File: config.mk
export PLATFORM = sky130hd
export DESIGN_NAME = eod_decoder
export DESIGN_NICKNAME = d
export VERILOG_FILES = /design/src/logic/eod_decoder.v
export VERILOG_INCLUDE_DIRS = /design/src /design/src/logic
export SDC_FILE = /design/constraint.sdc
export NUM_CORES = 1
export LEC_CHECK = 0
export ABC_AREA = 1
export BUFFER_PORTS_ARGS = -buffer_cell sky130_fd_sc_hd__clkbuf_2
export CAP_MARGIN = 0
export CORE_MARGIN = 2
export CORE_UTILIZATION = 54
export CTS_CLUSTER_SIZE = 24
export DETAILED_ROUTE_END_ITERATION = 8
export PLACE_DENSITY = 0.87
export REMOVE_ABC_BUFFERS = 1
export SYNTH_ARGS = -nofsm -noshare
export SYNTH_HDL_FRONTEND = slang
export SYNTH_SLANG_ARGS = --single-unit
File: constraint.sdc
create_clock -name hclk -period 2 [get_ports hclk]
set_input_delay 0 -clock hclk [delete_from_list [all_inputs] [get_ports hclk]]
set_output_delay 0 -clock hclk [all_outputs]
set_load 0.05 [all_outputs]
File: src/logic/eod_regs.vh
// Register offsets, field positions and timing counts of the opcode decoder
`ifndef EOD_REGS_VH
`define EOD_REGS_VH
`define EOD_OFS_OPCODE 8'hf8
`define EOD_OFS_OPERAND 8'hfa
`define EOD_OFS_POINTER 8'hfc
`define EOD_OFS_STATUS 8'hfe
`define EOD_OFS_CTRL 8'h00
`define EOD_OFS_DECODE 8'h04
`define EOD_OFS_CLOCKS 8'h08
`define EOD_OFS_OFFSET_BYTES 8'h0c
`define EOD_PREFIX 5'h1b
`define EOD_MOD_REG 2'h3
`define EOD_CTRL_RST 32'h00000000
`define EOD_STATUS_RST 16'h0000
`define EOD_BASE_CLOCKS 8'h10
`define EOD_EXTRA_CLOCK 8'h01
`define EOD_MF_REAL32 2'h0
`define EOD_MF_INT32 2'h1
`define EOD_MF_REAL64 2'h2
`define EOD_MF_INT16 2'h3
`endif

File: src/logic/eod_decoder.v
// AHB-Lite opcode field decoder for the escape-class numeric instructions
//
// Register access over AHB-Lite and the register addresses were decided locally.
`timescale 1ns/1ps
`include "eod_regs.vh"

// How it works
// - Start only opcodes with escape prefix 11011
// - Addressing fields read as host CPU does
// - Memory operands use host addressing modes
// - Displacement count follows addressing kind, base
// - Target bit zero makes stack top destination
// - Swap xor target fixes operand order
// - Subtract/divide low opcode bit is swap
// - Release flag one pops stack afterwards
// - Slot index counts down from stack top
// - Base plus index adds one clock
// - Clock count includes host transfer time
// - Status word read through status port
// - Execution waits for pointer port write
module eod_decoder (
	input wire hclk,
	input wire hresetn,
	input wire hsel,
	input wire [31:0] haddr,
	input wire [1:0] htrans,
	input wire hwrite,
	input wire [2:0] hsize,
	input wire [31:0] hwdata,
	input wire hready,
	output wire hreadyout,
	output wire hresp,
	output wire [31:0] hrdata,
	output wire exec_start,
	output wire pop_after
);

	reg wr_pend_ff;
	reg [7:0] addr_ff;
	reg [31:0] rdata_ff;
	reg [15:0] opcode_ff;
	reg [15:0] status_ff;
	reg [15:0] offset_bytes_ff;
	reg [1:0] offset_bytes_cnt_ff;
	reg [7:0] clocks_ff;
	reg [7:0] clk_base_ff;
	reg valid_ff;
	reg armed_ff;
	reg start_ff;
	reg pop_ff;

	wire take;
	wire wr_opcode;
	wire wr_offset_bytes;
	wire wr_pointer;
	wire wr_ctrl;
	wire fire;
	reg [31:0] nxt_rdata;
	reg [15:0] nxt_offset_bytes;
	reg [1:0] nxt_offset_bytes_cnt;
	reg [7:0] nxt_clocks;

	// Escape prefix test, used on the stored and the incoming opcode
	function is_escape;
		input [4:0] hi;
		begin
			is_escape = (hi == `EOD_PREFIX);
		end
	endfunction

	// Displacement bytes implied by addressing kind and base selector
	function [1:0] offset_bytes_len;
		input [1:0] kind;
		input [2:0] rm;
		begin
			case (kind)
				2'h0: offset_bytes_len = (rm == 3'h6) ? 2'h2 : 2'h0;
				2'h1: offset_bytes_len = 2'h1;
				2'h2: offset_bytes_len = 2'h2;
				default: offset_bytes_len = 2'h0;
			endcase
		end
	endfunction

	// Base plus index forms of the host encoding: r/m 000..011, memory kind
	function both_regs;
		input [1:0] kind;
		input [2:0] rm;
		begin
			both_regs = (kind != `EOD_MOD_REG) && (rm[2] == 1'b0);
		end
	endfunction

	// Opcode fields: byte 0 in [15:8], byte 1 in [7:0]
	wire [15:0] op = opcode_ff;
	wire is_esc = is_escape(op[15:11]);
	wire [1:0] kind = op[7:6];
	wire [2:0] rm = op[2:0];
	wire reg_form = (kind == `EOD_MOD_REG);
	wire [1:0] mf = op[10:9];
	wire tgt = op[10];
	wire pop_bit = op[9];
	wire [2:0] opcode_part_two = op[5:3];
	wire arith = reg_form && (op[8] == 1'b0);
	wire subdiv = (opcode_part_two[2:1] == 2'h2) || (opcode_part_two[2:1] == 2'h3);
	wire swap = subdiv ? opcode_part_two[0] : 1'b0;
	wire [2:0] subop = subdiv ? {opcode_part_two[2:1], 1'b0} : opcode_part_two;
	wire dest_slot = reg_form & tgt;
	wire rev_order = arith & (swap ^ tgt);
	wire [1:0] ndisp = offset_bytes_len(kind, rm);
	wire extra = both_regs(kind, rm);

	// Status word: prefix ok, reg form, dest, order, pop, offset_bytes, type
	wire [15:0] nxt_status = {is_esc, reg_form, dest_slot, rev_order,
		reg_form & pop_bit, ndisp, mf, subop, rm, extra};

	assign take = hsel & hready & htrans[1];
	assign hreadyout = 1'b1;
	assign hresp = 1'b0;
	assign hrdata = rdata_ff;
	assign exec_start = start_ff;
	assign pop_after = pop_ff;

	// Write strobes act in the data phase, when hwdata stands
	assign wr_opcode = wr_pend_ff && (addr_ff == `EOD_OFS_OPCODE);
	assign wr_offset_bytes = wr_pend_ff && (addr_ff == `EOD_OFS_OFFSET_BYTES);
	assign wr_pointer = wr_pend_ff && (addr_ff == `EOD_OFS_POINTER);
	assign wr_ctrl = wr_pend_ff && (addr_ff == `EOD_OFS_CTRL);
	assign fire = wr_pointer && armed_ff;

	always @*
	begin
		case (haddr[7:0])
			`EOD_OFS_STATUS: nxt_rdata = {16'h0000, status_ff};
			`EOD_OFS_OPCODE: nxt_rdata = {16'h0000, opcode_ff};
			`EOD_OFS_CTRL: nxt_rdata = {24'h000000, clk_base_ff};
			`EOD_OFS_DECODE: nxt_rdata = {29'h0, armed_ff, valid_ff,
				ndisp != 2'h0};
			`EOD_OFS_CLOCKS: nxt_rdata = {24'h000000, clocks_ff};
			`EOD_OFS_OFFSET_BYTES: nxt_rdata = {14'h0, offset_bytes_cnt_ff, offset_bytes_ff};
			default: nxt_rdata = 32'h00000000;
		endcase
	end

	// Count in device clocks, transfer time included
	always @*
	begin
		if (extra)
			nxt_clocks = clk_base_ff + `EOD_EXTRA_CLOCK;
		else
			nxt_clocks = clk_base_ff;
	end

	// Extra displacement writes beyond the decoded length are dropped
	always @*
	begin
		nxt_offset_bytes = offset_bytes_ff;
		nxt_offset_bytes_cnt = offset_bytes_cnt_ff;
		if (offset_bytes_cnt_ff < ndisp)
		begin
			if (offset_bytes_cnt_ff == 2'h0)
				nxt_offset_bytes = {8'h00, hwdata[7:0]};
			else
				nxt_offset_bytes = {hwdata[7:0], offset_bytes_ff[7:0]};
			nxt_offset_bytes_cnt = offset_bytes_cnt_ff + 2'h1;
		end
	end

	// Address phase capture
	always @(posedge hclk or negedge hresetn)
	begin
		if (!hresetn)
		begin
			wr_pend_ff <= 1'b0;
			addr_ff <= 8'h00;
		end
		else
		begin
			wr_pend_ff <= take & hwrite;
			if (take)
				addr_ff <= haddr[7:0];
		end
	end

	// Read data is taken at the address edge so it stands in the data phase
	always @(posedge hclk or negedge hresetn)
	begin
		if (!hresetn)
			rdata_ff <= 32'h00000000;
		else if (take & ~hwrite)
			rdata_ff <= nxt_rdata;
	end

	// Accepted even while a prior opcode waits
	always @(posedge hclk or negedge hresetn)
	begin
		if (!hresetn)
		begin
			opcode_ff <= 16'h0000;
			valid_ff <= 1'b0;
		end
		else if (wr_opcode)
		begin
			opcode_ff <= hwdata[15:0];
			valid_ff <= 1'b1;
		end
	end

	// Only escape-class opcodes arm the start; a new opcode re-arms
	always @(posedge hclk or negedge hresetn)
	begin
		if (!hresetn)
			armed_ff <= 1'b0;
		else if (wr_opcode)
			armed_ff <= is_escape(hwdata[15:11]);
		else if (fire)
			armed_ff <= 1'b0;
	end

	// Status lags the opcode by one cycle
	always @(posedge hclk or negedge hresetn)
	begin
		if (!hresetn)
			status_ff <= `EOD_STATUS_RST;
		else if (valid_ff)
			status_ff <= nxt_status;
	end

	always @(posedge hclk or negedge hresetn)
	begin
		if (!hresetn)
			clocks_ff <= 8'h00;
		else if (valid_ff)
			clocks_ff <= nxt_clocks;
	end

	always @(posedge hclk or negedge hresetn)
	begin
		if (!hresetn)
			clk_base_ff <= `EOD_BASE_CLOCKS;
		else if (wr_ctrl)
			clk_base_ff <= hwdata[7:0];
	end

	// A new opcode discards any displacement of the previous one
	always @(posedge hclk or negedge hresetn)
	begin
		if (!hresetn)
		begin
			offset_bytes_ff <= 16'h0000;
			offset_bytes_cnt_ff <= 2'h0;
		end
		else if (wr_opcode)
		begin
			offset_bytes_ff <= 16'h0000;
			offset_bytes_cnt_ff <= 2'h0;
		end
		else if (wr_offset_bytes)
		begin
			offset_bytes_ff <= nxt_offset_bytes;
			offset_bytes_cnt_ff <= nxt_offset_bytes_cnt;
		end
	end

	// Start pulse lasts one cycle; non-escape opcodes never start
	always @(posedge hclk or negedge hresetn)
	begin
		if (!hresetn)
			start_ff <= 1'b0;
		else
			start_ff <= fire;
	end

	// Pop level holds until the next started instruction
	always @(posedge hclk or negedge hresetn)
	begin
		if (!hresetn)
			pop_ff <= 1'b0;
		else if (fire)
			pop_ff <= reg_form & pop_bit;
	end

endmodule // eod_decoder

==> impl_metrics.py <==
metrics = {
    "status": {
        "status": "completed",
    },
    "synth": {
        "avgSynthCellArea_um2": 8.02,
        "synth_top_area_share_pct": 50.8,
        "synth.yosys.seq_area_share_pct": 51.4,
        "synth_top_cell_by_area": "dfrtp_1",
        "yosysWarnings": 0,
        "synthTopCellsByArea": "dfrtp_1 51%, nand2_1 18%, o21ai_0 5.1%, nand3_1 4.9%, inv_1 4.1%",
        "yosysUniqueCellTypes": 33,
        "synth_area_um2": 4730,
        "syn_inst": 589,
        "synth_seq_cells": 97,
    },
    "placed_design": {
        "dp_slack_ns": 0.0663,
        "gp_congestion": 0.896,
        "numPortBuffers": 49,
        "dpl.hpwl_um": 8190,
    },
    "clocking": {
        "tritoncts": "yes",
        "htree_levels": 3,
        "worstSkewPairLatency_ns": 0.37,
        "cts_buffers": 9,
        "cts_sinks": 97,
        "clockBufferDepth": 2,
        "cts-root-buf": "clkbuf_8",
        "clk_pin_slew_ns": 0.10,
    },
    "timing": {
        "hold_ws_ns": 0.0342,
        "fmax_ghz": 0.529,
        "slew_viol_final": 0,
        "tightest_slew_ns": 0.713,
        "rsz0062_at_grt": "no",
        "slew_headroom_pct": 52.4,
        "timing.final.ws_setup_ns": 0.111,
        "setup_viol": 0,
        "fin_tns_setup_ns": 0,
        "min_period_ns": 1.89,
        "finClkSkew_ns": 0.0161,
        "finalHoldViolCount": 0,
        "period_share_pct": 94.5,
    },
    "floorplan": {
        "coreArea_um2": 8590,
        "die_w_um": 97.6,
        "std_cell_rows": 34,
        "die_h_um": 97.6,
        "start_util_pct": 55.0,
        "ioPinCount": 110,
        "dieArea_um2": 9520,
    },
    "drt": {
        "wl_per_cell_um": 16.0,
        "dr.pass1.iters": 5,
        "via_per_inst": 5.54,
        "drc": 0,
        "ant_nets": 0,
        "vias": 4323,
        "drtIter0Drc": 350,
        "totalWireLength_um": 12500,
    },
    "job": {
        "maxCapViolCount": 0,
    },
    "layout": {
        "drive_gt1_share_pct": 14.7,
        "area_delta_synth_final_pct": 17.2,
        "diodes": 0,
        "final_net_count": 745,
    },
    "global_routing": {
        "track_usage_pct": 27.2,
        "grt_max_degree": 43,
        "grt_pass1_wl_um": 20700,
        "overflow": 0,
        "antenna_found_initial": 0,
        "grt_pass1_vias": 4388,
    },
    "power_and_ir_drop": {
        "power_mw": 4.21,
        "vdd.ir_drop.worst_mv": 0.326,
        "power_per_cell_area_nw_per_um2": 760,
        "p_leak_nw": 3.00,
    },
    "setup_path": {
        "cp.required_ns": 2.25,
        "regToRegSetupSlack_ns": 0.11,
        "setup.worst_path.end_class": "flop",
        "cp-start-kind": "flop",
        "crit_type": "flop to flop",
        "crit_arrival_ns": 2.14,
        "path_max_fanout": 8,
    },
    "worst_hold_path": {
        "holdCritPathClass": "input pin to flop",
    },
}
## path summary, 6_finish.rpt
path                                      from                   to  depth (start not counted)
min                                     hready           wr_pend_ff                          3
min reg2reg                offset_bytes_ff[13]  offset_bytes_ff[13]                          2
max in group asynchronous              hresetn                op[1]                          3
min in group asynchronous              hresetn           addr_ff[0]                          2
max reg2reg                              op[0]   offset_bytes_ff[0]                          9
max                                      op[0]   offset_bytes_ff[0]                          9
## critical path, stage by stage (launching register included)
cell	delay [ns]
dfrtp_1	0.43
nor2_1	0.13
o21bai_1	0.10
ha_1	0.20
nor2_1	0.26
nand4_4	0.21
nand2_1	0.16
nand2_4	0.12
nand2_1	0.10
nand2_1	0.06
## timing repair
action                     CTS  global route
setup endpoints to repair    0            14
hold buffers                26             0
setup buffers                0             0
resized for setup            0             3
hold endpoints to repair    86             0
## cell type report
class | instances | area, um2
fillers | 705 | 3050
flip-flops and latches | 97 | 2430
multi-input cells | 421 | 1970
repair buffers | 88 | 618
inverters | 51 | 191
clock buffers | 12 | 145
well taps | 108 | 135
clock inverters | 4 | 53.8
## cells by family (layout without fill, tap and decap cells)
kind of cell    Yosys count  in the layout  synth area share, %
fa+ha+maj                 3              3                0.794
simple gates            326            326                 29.2
compound gates           67             67                 7.70
flops                    97             97                 51.4
mux                       5              5                 1.59
buf+inv                  85            155                 8.47
xor+xnor                  4              4                0.741
other cells               2             16                0.159
## through the flow
step	util [%]	cell area (um2)	cells
floorplan	-	4570	569
global placement	58.9	5060	739
detailed placement	58.9	5060	739
CTS	64.3	5520	781
global route	64.5	5540	781
finish	64.5	5540	781
## where the power goes
| group | switching, mW | internal (mW) |
|---|---|---|
| combinational | 0.378 | 0.210 |
| clock | 0.687 | 0.616 |
| sequential | 0.168 | 2.15 |
## synth_stat cells
| master | instances |
|---|---|
| a21o_1 | 1 |
| a21oi_1 | 3 |
| a22o_1 | 1 |
| buf_2 | 5 |
| buf_4 | 20 |
| clkbuf_1 | 9 |
| conb_1 | 2 |
| dfrtp_1 | 96 |
| dfstp_2 | 1 |
| ha_1 | 3 |
| inv_1 | 51 |
| mux2_4 | 5 |
| nand2_1 | 230 |
| nand2_2 | 3 |
| nand3_1 | 46 |
| nand3_2 | 2 |
| nand4_1 | 4 |
| nand4_2 | 1 |
| nor2_1 | 27 |
| nor2_2 | 4 |
| nor2_4 | 3 |
| nor3_1 | 3 |
| nor3_2 | 1 |
| nor3_4 | 1 |
| o211ai_1 | 4 |
| o21ai_0 | 48 |
| o21ai_1 | 5 |
| o21bai_1 | 1 |
| o22ai_1 | 1 |
| o31ai_1 | 2 |
| o32ai_1 | 1 |
| or2_2 | 1 |
| xor2_1 | 4 |
## sequential cells by signal, summed over array words and instances, names as in the netlist
name	flops
wr_pend_ff	1
status_ff	16
pop_after	1
offset_bytes_ff	16
hrdata	18
exec_start	1
op	16
offset_bytes_cnt_ff	2
addr_ff	8
clocks_ff	8
armed_ff	1
clk_base_ff	8
valid_ff	1
## layout by cell type, fill, tap and decap left out, drive strengths merged, types with 2 or more instances in the layout
cell type    Yosys  final
a21oi            3      3
buf             25     14
clkbuf           9     60
clkinvlp         0      2
conb             2     16
dfrtp           96     96
dlygate4sd3      0     26
ha               3      3
inv             51     51
mux2             5      5
nand2          233    233
nand3           48     48
nand4            5      5
nor2            34     34
nor3             5      5
o211ai           4      4
o21ai           53     53
o31ai            2      2
xor2             4      4
## layer usage
layer	vias up	global-route usage (%)	wire length, um
li1	1989	-	-
met1	2056	34.0	4910
met2	218	44.9	6210
met3	60	5.61	821
met4	0	14.0	553
met5	-	0	0
(Power assumes the default switching activity.)
